$ cat src/fbd_map.vh
// Address map, field positions, reset values and timing of the line monitor.
`ifndef FBD_MAP_VH
`define FBD_MAP_VH

// Register byte offsets.
`define FBD_REG_CTRL       8'h00
`define FBD_REG_STATUS     8'h04
`define FBD_REG_MASK       8'h08
`define FBD_REG_STATE      8'h0c

// Control register fields and reset value.
`define FBD_CTRL_INHIBIT   0
`define FBD_CTRL_RST       1'h0

// Status and mask fields (same layout).
`define FBD_EV_SYMBOL      0
`define FBD_EV_OVERLOAD    1
`define FBD_EV_UNDERLOAD   2
`define FBD_EV_JABBER      3
`define FBD_EV_CARRIER     4
`define FBD_EV_W           5
`define FBD_EV_RST         5'h00

// State register fields.
`define FBD_ST_FAULT       0
`define FBD_ST_JABBER      1
`define FBD_ST_CARRIER     2
`define FBD_ST_LONG        3
`define FBD_ST_SEL_A       4
`define FBD_ST_SEL_B       5

// Times in bit periods.
`define FBD_SYMBOL_TBIT    4
`define FBD_JABBER_TBIT    8192
`define FBD_RELEASE_TBIT_X2 7
`define FBD_LONG_TBIT      6
`define FBD_CD_DELAY_TBIT  6

// Tick rates: half_bit_clk rises twice per bit, error_detect_clk edges
// come four times per bit.
`define FBD_HALF_PER_TBIT  2
`define FBD_QTR_PER_TBIT   4

`endif

$ cat src/fbd_tick_counter.v
// Saturating counter of enable ticks with a reach flag.
`timescale 1ns/1ps
`default_nettype none

module fbd_tick_counter
#(
   parameter W     = 8,
   parameter LIMIT = 8
)
(
   input  wire         clock,    // System clock.
   input  wire         nrst,     // Synchronous reset, active low.
   input  wire         clear,    // Restart count from zero.
   input  wire         tick,     // One-cycle rate enable.
   output wire         reached   // Count has reached LIMIT.
);

   localparam [W-1:0] LIM = LIMIT[W-1:0];

   reg [W-1:0] count_ff;
   reg [W-1:0] nxt_count;

   assign reached = (count_ff == LIM);

   // Saturation keeps the flag standing until the next clear.
   always @*
   begin
      nxt_count = count_ff;
      if (clear)
         nxt_count = {W{1'b0}};
      else if (tick && !reached)
         nxt_count = count_ff + {{(W-1){1'b0}}, 1'b1};
   end

   always @(posedge clock)
   begin
      if (!nrst)
         count_ff <= {W{1'b0}};
      else
         count_ff <= nxt_count;
   end

endmodule

`default_nettype wire

$ cat src/fbd_line_monitor.v
// Transmit monitoring, carrier detection, test modes and APB registers.
// What this block does
// - Drivers go high impedance whenever transmit drive enable is inactive.
// - Flag transmit fault when a transmitted symbol exceeds four bit periods.
// - Flag transmit fault on driver overload or underload.
// - Raise jabber alarm when one frame exceeds 8192 bit periods.
// - Jabber alarm holds until chip initialization input or reset; nothing else clears.
// - Selects 00 normal; 01 normal with carrier output delayed six bits.
// - Selects 10 loop transmit data to receive, enable to carrier.
// - Selects 11 loopback with fault forced high, jabber alarm low.
// - Carrier qualifies after comparator high for 0.25 to 0.5 bits.
// - Carrier released after 3.5 bits without a valid carrier pulse.
// - Long carrier indication holds six bits more before release.
// - Comparator sampled on every error clock edge; two successive samples reject glitches.
// - Each carrier set pulse sets both carrier indications.
// - Carrier indication drops after a release period with no set pulse.
// - Long carrier drops one hold time later; qualification then restarts.
`timescale 1ns/1ps
`default_nettype none
`include "fbd_map.vh"

module fbd_line_monitor
#(
   parameter JABBER_TICKS = `FBD_JABBER_TBIT * `FBD_HALF_PER_TBIT
)
(
   input  wire        clock,            // 250 MHz system clock.
   input  wire        nrst,             // Synchronous reset, active low.
   input  wire        chip_init_n,      // Chip initialization, active low.
   input  wire        test_sel_a,       // First test select.
   input  wire        test_sel_b,       // Second test select.
   input  wire        error_detect_clk, // Error clock, two periods per bit.
   input  wire        half_bit_clk,     // Half-bit clock.
   input  wire        tx_data,          // Transmit data.
   input  wire        tx_drive_enable,  // Transmit drive enable.
   input  wire        drv_overload,     // Driver load current too high.
   input  wire        drv_underload,    // Driver load current too low.
   input  wire        rx_cmp,           // Window comparator, line active.
   input  wire        rx_level,         // Hysteresis comparator output.
   output reg         line_drv_p,       // Positive driver data.
   output reg         line_drv_n,       // Negative driver data.
   output reg         line_drv_oe_n,    // Driver enable, low while driving.
   output reg         rx_data,          // Received data.
   output reg         carrier_sense_n,  // Carrier detect, active low.
   output reg         tx_fault_flag,    // Transmit fault, active high.
   output reg         jabber_alarm_n,   // Jabber alarm, active low.
   output reg         irq,              // Level interrupt, active high.
   input  wire        psel,             // APB select.
   input  wire        penable,          // APB enable.
   input  wire        pwrite,           // APB direction.
   input  wire [7:0]  paddr,            // APB byte address.
   input  wire [31:0] pwdata,           // APB write data.
   output reg  [31:0] prdata,           // APB read data.
   output reg         pready,           // APB ready.
   output reg         pslverr           // APB error, unmapped address.
);

   localparam SYM_TICKS = `FBD_SYMBOL_TBIT * `FBD_HALF_PER_TBIT + 1;
   localparam REL_TICKS = `FBD_RELEASE_TBIT_X2 * `FBD_QTR_PER_TBIT / 2;
   localparam LNG_TICKS = `FBD_LONG_TBIT * `FBD_QTR_PER_TBIT;
   localparam DLY_TICKS = `FBD_CD_DELAY_TBIT * `FBD_QTR_PER_TBIT;

   localparam [1:0] MODE_NORMAL = 2'b00;
   localparam [1:0] MODE_DELAY  = 2'b01;
   localparam [1:0] MODE_LOOP   = 2'b10;
   localparam [1:0] MODE_LOOPF  = 2'b11;

   wire [1:0] mode = {test_sel_a, test_sel_b};
   wire       init = !chip_init_n;

   // Edge detectors on the supplied clocks; they are synchronous inputs.
   reg edc_q_ff;
   reg hbc_q_ff;
   wire qtick = (error_detect_clk != edc_q_ff);
   wire htick = half_bit_clk && !hbc_q_ff;

   always @(posedge clock)
   begin
      if (!nrst)
      begin
         edc_q_ff <= 1'b0;
         hbc_q_ff <= 1'b0;
      end
      else
      begin
         edc_q_ff <= error_detect_clk;
         hbc_q_ff <= half_bit_clk;
      end
   end

   // Transmit side.
   reg  txd_q_ff;
   reg  jabber_ff;
   reg  ctrl_inhibit_ff;
   wire sym_over;
   wire jab_over;
   wire tx_active = tx_drive_enable;

   always @(posedge clock)
   begin
      if (!nrst)
         txd_q_ff <= 1'b0;
      else
         txd_q_ff <= tx_data;
   end

   // A symbol ends at every data change; idle time is not a symbol.
   fbd_tick_counter #(.W(4), .LIMIT(SYM_TICKS)) u_symbol
   (
      .clock   (clock),
      .nrst    (nrst),
      .clear   (init || !tx_active || (tx_data != txd_q_ff)),
      .tick    (htick),
      .reached (sym_over)
   );

   // Frame length is the whole time the drive enable stands.
   fbd_tick_counter #(.W(15), .LIMIT(JABBER_TICKS)) u_jabber
   (
      .clock   (clock),
      .nrst    (nrst),
      .clear   (init || !tx_active),
      .tick    (htick),
      .reached (jab_over)
   );

   wire nxt_jabber = init ? 1'b0 : (jabber_ff || jab_over);
   wire fault_now  = !init && ((tx_active && sym_over)
                     || drv_overload || drv_underload);

   always @(posedge clock)
   begin
      if (!nrst)
         jabber_ff <= 1'b0;
      else
         jabber_ff <= nxt_jabber;
   end

   // Carrier side: two successive error clock edges must both see the
   // comparator active, which rejects glitches shorter than a quarter bit.
   reg  samp_a_ff;
   reg  icd_ff;
   reg  ilcd_ff;
   wire rel_over;
   wire lng_over;
   wire set_pulse = qtick && samp_a_ff && rx_cmp && !ilcd_ff;

   always @(posedge clock)
   begin
      if (!nrst)
         samp_a_ff <= 1'b0;
      else if (init || (ilcd_ff && !icd_ff && lng_over))
         samp_a_ff <= 1'b0;
      else if (qtick)
         samp_a_ff <= rx_cmp;
   end

   // While the long indication holds, set pulses retrigger the carrier.
   wire carrier_set_pulse = set_pulse
                            || (qtick && ilcd_ff && samp_a_ff && rx_cmp);

   fbd_tick_counter #(.W(5), .LIMIT(REL_TICKS)) u_release
   (
      .clock   (clock),
      .nrst    (nrst),
      .clear   (init || carrier_set_pulse),
      .tick    (qtick && icd_ff),
      .reached (rel_over)
   );

   fbd_tick_counter #(.W(5), .LIMIT(LNG_TICKS)) u_long
   (
      .clock   (clock),
      .nrst    (nrst),
      .clear   (init || icd_ff),
      .tick    (qtick && ilcd_ff),
      .reached (lng_over)
   );

   reg nxt_icd;
   reg nxt_ilcd;

   always @*
   begin
      nxt_icd  = icd_ff;
      nxt_ilcd = ilcd_ff;
      if (init)
      begin
         nxt_icd  = 1'b0;
         nxt_ilcd = 1'b0;
      end
      else if (carrier_set_pulse)
      begin
         nxt_icd  = 1'b1;
         nxt_ilcd = 1'b1;
      end
      else
      begin
         if (icd_ff && rel_over)
            nxt_icd = 1'b0;
         if (ilcd_ff && !icd_ff && lng_over)
            nxt_ilcd = 1'b0;
      end
   end

   always @(posedge clock)
   begin
      if (!nrst)
      begin
         icd_ff  <= 1'b0;
         ilcd_ff <= 1'b0;
      end
      else
      begin
         icd_ff  <= nxt_icd;
         ilcd_ff <= nxt_ilcd;
      end
   end

   // Delay line in quarter bits; resolution is one error clock edge.
   reg [DLY_TICKS-1:0] cd_dly_ff;

   always @(posedge clock)
   begin
      if (!nrst || init)
         cd_dly_ff <= {DLY_TICKS{1'b0}};
      else if (qtick)
         cd_dly_ff <= {cd_dly_ff[DLY_TICKS-2:0], icd_ff};
   end

   // Pin outputs, all registered.
   reg nxt_oe_n;
   reg nxt_rxd;
   reg nxt_cd_n;
   reg nxt_fault;
   reg nxt_alarm_n;

   always @*
   begin
      nxt_oe_n    = 1'b1;
      nxt_rxd     = rx_level;
      // Initialization must show an idle carrier at once, not one cycle on.
      nxt_cd_n    = !icd_ff || init;
      nxt_fault   = fault_now;
      nxt_alarm_n = !nxt_jabber;
      case (mode)
         MODE_NORMAL:
         begin
            // Jabber inhibits the drivers until re-initialization.
            nxt_oe_n = !(tx_active && !nxt_jabber && !ctrl_inhibit_ff);
         end
         MODE_DELAY:
         begin
            nxt_oe_n = !(tx_active && !nxt_jabber && !ctrl_inhibit_ff);
            nxt_cd_n = !cd_dly_ff[DLY_TICKS-1] || init;
         end
         MODE_LOOP:
         begin
            nxt_rxd  = tx_data;
            nxt_cd_n = !tx_drive_enable;
         end
         MODE_LOOPF:
         begin
            nxt_rxd     = tx_data;
            nxt_cd_n    = !tx_drive_enable;
            nxt_fault   = 1'b1;
            nxt_alarm_n = 1'b0;
         end
         default:
         begin
            nxt_oe_n = 1'b1;
         end
      endcase
   end

   always @(posedge clock)
   begin
      if (!nrst)
      begin
         line_drv_p      <= 1'b0;
         line_drv_n      <= 1'b0;
         line_drv_oe_n   <= 1'b1;
         rx_data         <= 1'b0;
         carrier_sense_n <= 1'b1;
         tx_fault_flag   <= 1'b0;
         jabber_alarm_n  <= 1'b1;
      end
      else
      begin
         line_drv_p      <= tx_data;
         line_drv_n      <= !tx_data;
         line_drv_oe_n   <= nxt_oe_n;
         rx_data         <= nxt_rxd;
         carrier_sense_n <= nxt_cd_n;
         tx_fault_flag   <= nxt_fault;
         jabber_alarm_n  <= nxt_alarm_n;
      end
   end

   // Event capture; a new event beats a same-cycle software clear.
   reg [`FBD_EV_W-1:0] status_ff;
   reg [`FBD_EV_W-1:0] mask_ff;
   reg                 icd_q_ff;
   reg [`FBD_EV_W-1:0] ev_set;
   reg [`FBD_EV_W-1:0] ev_clr;

   always @*
   begin
      ev_set = `FBD_EV_RST;
      ev_set[`FBD_EV_SYMBOL]    = tx_active && sym_over;
      ev_set[`FBD_EV_OVERLOAD]  = drv_overload;
      ev_set[`FBD_EV_UNDERLOAD] = drv_underload;
      ev_set[`FBD_EV_JABBER]    = jab_over;
      ev_set[`FBD_EV_CARRIER]   = icd_ff && !icd_q_ff;
   end

   // APB slave, zero wait: ready is raised in the first access cycle.
   wire setup    = psel && !penable;
   wire complete = psel && penable && pready;
   wire wr_done  = complete && pwrite;
   reg  hit;
   reg  [31:0] rd_val;

   always @*
   begin
      hit    = 1'b1;
      rd_val = 32'h0000_0000;
      case (paddr)
         `FBD_REG_CTRL:
            rd_val[`FBD_CTRL_INHIBIT] = ctrl_inhibit_ff;
         `FBD_REG_STATUS:
            rd_val[`FBD_EV_W-1:0] = status_ff;
         `FBD_REG_MASK:
            rd_val[`FBD_EV_W-1:0] = mask_ff;
         `FBD_REG_STATE:
         begin
            rd_val[`FBD_ST_FAULT]   = tx_fault_flag;
            rd_val[`FBD_ST_JABBER]  = jabber_ff;
            rd_val[`FBD_ST_CARRIER] = icd_ff;
            rd_val[`FBD_ST_LONG]    = ilcd_ff;
            rd_val[`FBD_ST_SEL_A]   = test_sel_a;
            rd_val[`FBD_ST_SEL_B]   = test_sel_b;
         end
         default:
            hit = 1'b0;
      endcase
      ev_clr = `FBD_EV_RST;
      if (wr_done && paddr == `FBD_REG_STATUS)
         ev_clr = pwdata[`FBD_EV_W-1:0];
   end

   always @(posedge clock)
   begin
      if (!nrst)
      begin
         pready          <= 1'b0;
         pslverr         <= 1'b0;
         prdata          <= 32'h0000_0000;
         ctrl_inhibit_ff <= `FBD_CTRL_RST;
         mask_ff         <= `FBD_EV_RST;
         status_ff       <= `FBD_EV_RST;
         icd_q_ff        <= 1'b0;
         irq             <= 1'b0;
      end
      else
      begin
         pready    <= setup;
         pslverr   <= setup && !hit;
         prdata    <= (setup && !pwrite) ? rd_val : 32'h0000_0000;
         icd_q_ff  <= icd_ff;
         status_ff <= (status_ff & ~ev_clr) | ev_set;
         irq       <= |(((status_ff & ~ev_clr) | ev_set) & mask_ff);
         if (wr_done && paddr == `FBD_REG_CTRL)
            ctrl_inhibit_ff <= pwdata[`FBD_CTRL_INHIBIT];
         if (wr_done && paddr == `FBD_REG_MASK)
            mask_ff <= pwdata[`FBD_EV_W-1:0];
      end
   end

endmodule

`default_nettype wire

$ cat config.mk
export PLATFORM = sky130hd
export DESIGN_NAME = fbd_line_monitor
export DESIGN_NICKNAME = d
export VERILOG_FILES = /design/src/fbd_tick_counter.v /design/src/fbd_line_monitor.v
export VERILOG_INCLUDE_DIRS = /design/src
export SDC_FILE = /design/constraint.sdc
export NUM_CORES = 1
export LEC_CHECK = 0
export ABC_CLOCK_PERIOD_IN_PS = 1900
export BUFFER_PORTS_ARGS = -buffer_cell sky130_fd_sc_hd__buf_2
export CAP_MARGIN = 20
export CORE_UTILIZATION = 52
export DETAILED_ROUTE_END_ITERATION = 7
export GPL_TIMING_DRIVEN = 0
export PLACE_DENSITY = 0.91
export SYNTH_ARGS = -nofsm -noshare
export SYNTH_HDL_FRONTEND = slang
export SYNTH_SLANG_ARGS = --single-unit
$ cat constraint.sdc
create_clock -name clock -period 1.9 [get_ports clock]
set_clock_uncertainty 0.05 [all_clocks]
set_input_delay 0 -clock clock [delete_from_list [all_inputs] [get_ports clock]]
set_output_delay 0 -clock clock [all_outputs]
set_load 0.05 [all_outputs]
==> results.py <==
metrics = {
    "placed_design": {
        "port_buffers": 41,
        "place_area_um2": 4190,
        "routabilityCongestion": 0.834,
        "post-place-ws_ps": -26.7,
        "dp_hpwl_mm": 5.39,
    },
    "timing": {
        "setup_viol": 0,
        "finalHoldViolCount": 0,
        "setup_ws_ps": 135,
        "fin_crit_ps": 1760,
        "worstMarginPinSlew_ps": 641,
        "whs_ps": 30.6,
        "setup-tns-final_ps": 0,
        "fin_crit_sh": 0.929,
        "finalMaxSlewViolations": 0,
        "clock.fmax_ghz": 0.567,
        "relSlewSlack": 0.569,
    },
    "layout": {
        "drive_gt1_frac": 0.184,
        "diodes": 0,
        "final_nets": 586,
        "n_fill_cell": 566,
        "area.growth.synth_to_final_pct": 21.7,
        "multi_input_area_um2": 1830,
        "final_area_um2": 4590,
        "seqCellArea_um2": 1740,
    },
    "route": {
        "ant_nets": 0,
        "drt_wl_total_mm": 7.66,
        "drt-pass1-iter-count": 7,
        "drtIter0Drc": 105,
        "vias": 3109,
        "wl_per_cell_um": 12.3,
        "viasPerCell": 4.99,
        "drc_errors": 0,
    },
    "floorplan": {
        "start_util": 0.546,
        "die_y_um": 87.1,
        "core.rowCount": 30,
        "boundaryPins": 98,
        "die_x_um": 87.1,
        "core_region_area_um2": 6910,
        "dieArea_um2": 7590,
    },
    "grt": {
        "grt.overflow.total": 0,
        "track_usage": 0.214,
        "grt_max_degree": 16,
        "grt_pass1_vias": 2931,
        "antenna_found_initial": 0,
        "grt_pass1_wl_mm": 12.7,
    },
    "logic_synthesis": {
        "synth_area_leaders": "dfxtp_1 (46%), nand2_1 (6.6%), buf_4 (5.2%), a21oi_1 (4.2%), xor2_1 (3.3%)",
        "synth_cells": 425,
        "yosys_warnings": 0,
        "synth_edf_count": 0,
        "synth.avg_cell_area_um2": 8.87,
        "ys_ff_latch": 87,
        "async_flop_share": 0,
        "syn_area_um2": 3770,
        "yosysTopAreaCellShare": 0.462,
        "ys_seq_area_frac": 0.462,
        "yosys.area.top_type": "dfxtp_1",
        "ys.flop_type": "dfxtp_1",
        "ys_types": 45,
    },
    "power_and_ir_drop": {
        "seqPwrFrac": 0.541,
        "power.density_nw_per_um2": 745,
        "p_sw_frac": 0.274,
        "p_int_uw": 2480,
        "clockPowerShare": 0.339,
        "p_sw_uw": 939,
        "p_leak_uw": 0.00179,
        "peakVddDrop_v": 0.000455,
        "p_comb_frac": 0.120,
    },
    "run": {
        "max_cap_violations": 0,
    },
    "cts": {
        "cts_tree": "built",
        "clkTransAtPathRegs_ps": 90,
        "clock_sinks": 87,
        "h-tree-depth": 3,
        "insertion_delay_ps": 360,
        "root_buffer": "clkbuf_8",
        "numCtsBuffers": 9,
        "cts_buffer_depth": 2,
    },
    "hold_path": {
        "min_to": "prdata[5]",
        "hold_path_depth": 3,
        "hp-start": "paddr[3]",
        "hold_path_class": "in2reg",
    },
    "setup_path": {
        "path_class": "reg2reg",
        "r2r-start": "u_jabber.count_ff[0]",
        "cp_max_fo": 6,
        "r2r-end": "u_jabber.count_ff[0]",
        "worst-endpoint-arrival_ps": 1950,
        "r2r_slack_ps": 140,
        "end_kind": "flop",
        "required_ps": 2080,
        "start_kind": "flop",
        "r2r_cells": 8,
    },
    "run_status": {
        "status": "completed",
    },
}
power by group through the flow:
stage / Sequential, uW / Clock (uW) / Combinational (uW)
after floorplan: 1920 / 0 / 258
after global placement: 1890 / 0 / 364
after detailed placement: 1890 / 0 / 370
after CTS: 1850 / 1190 / 401
after global routing: 1850 / 1260 / 436
final: 1850 / 1160 / 409
cells in the mapped netlist, types with 2 or more instances:
cell and instances:
nand4_1 11, xnor2_1 13, nor2b_1 17, or4_4 2
inv_1 11, nand4b_1 2, a211oi_1 2, dfxtp_1 87
nor4_1 2, o21ai_0 5, o211ai_1 3, xor2_1 14
buf_4 26, nor3b_1 2, and3_1 5, mux2i_1 10
and2_1 6, ha_1 8, clkbuf_1 16, nor4b_1 2
nor3_1 12, nand2_1 66, nand3_1 12, a22oi_1 4
a31oi_1 3, mux2_2 4, a21oi_1 32, nor2_1 30
a21boi_0 2
how the worst max path moves through the flow:
stage,start,endpoint,slack [ps],cells after the start
2_1_floorplan,pready,irq,100,5
6_report,u_jabber.count_ff[0],u_jabber.count_ff[0],140,8
3_3_place_gp,paddr[2],irq,10,6
3_5_place_dp,edc_q_ff,u_long.count_ff[3],-30,6
4_1_cts,u_jabber.count_ff[0],u_jabber.count_ff[0],100,7
5_1_grt,u_jabber.count_ff[0],u_jabber.count_ff[3],-20,8
logic make-up (layout without fill, tap and decap cells):
| kind of cell | count (synthesis) | after routing | synth area share |
|---|---|---|---|
| AND/OR/NAND/NOR | 180 | 180 | 0.241 |
| flip-flops | 87 | 87 | 0.462 |
| buffers and inverters | 54 | 131 | 0.0817 |
| AO/OA/AOI/OAI | 53 | 53 | 0.0803 |
| XOR/XNOR | 27 | 27 | 0.0627 |
| multiplexers | 15 | 15 | 0.0445 |
| adder cells (fa/ha/maj) | 8 | 8 | 0.0266 |
| other | 1 | 26 | 0.000995 |
layout by cell type, fill, tap and decap left out, types with 12 or more instances in the layout:
cell type,instances
dlygate4sd3_1,19
clkbuf_1,16
nor3_1,12
nor2b_1,17
conb_1,26
xnor2_1,13
nand2_1,66
xor2_1,13
dfxtp_1,87
nor2_1,30
buf_4,27
nand3_1,12
a21oi_1,32
buf_2,41
metal layers:
| metal | vias up | wire length [um] | GRT usage |
|---|---|---|---|
| met4 | 0 | 122 | 0.0745 |
| met5 | - | 0 | 0 |
| li1 | 1569 | - | - |
| met1 | 1457 | 3330 | 0.244 |
| met3 | 10 | 339 | 0.0540 |
| met2 | 73 | 3860 | 0.387 |
what timing repair did:
action,in CTS,in global routing
buffers inserted,0,1
endpoints found under the hold margin,36,0
resized for setup,1,1
setup endpoints to repair,1,7
pin swaps,0,1
hold buffers,19,0
area by class of cell:
type,count,share of cell area
inverters,11,0.00900
repair buffers,61,0.0878
clock buffers,10,0.0300
multi-input cells,309,0.399
well taps,96,0.0262
plain buffers,43,0.0581
clock inverters,6,0.0101
flip-flops and latches,87,0.380
critical path, stage by stage (launching register included):
cell,delay [ps]
dfxtp_1,340
inv_1,100
ha_1,160
nor4b_1,340
nand4_1,150
buf_4,190
nand2_1,100
xnor2_1,140
nor2_1,60
flip-flops by register name (all words and copies together) (netlist names), 4 cells and up:
name,cells
cd_dly_ff,24
u_jabber.count_ff,15
prdata,6
mask_ff,5
status_ff,5
u_long.count_ff,5
u_release.count_ff,5
u_symbol.count_ff,4
through the flow:
step,std cells,total power (uW),util
2_1_floorplan,450,2180,-
3_3_place_gp,587,2250,0.606
3_5_place_dp,587,2260,0.606
4_1_cts,622,3440,0.662
5_1_grt,623,3550,0.664
6_report,623,3420,0.664
No activity file was read; power rests on OpenSTA's default activity.
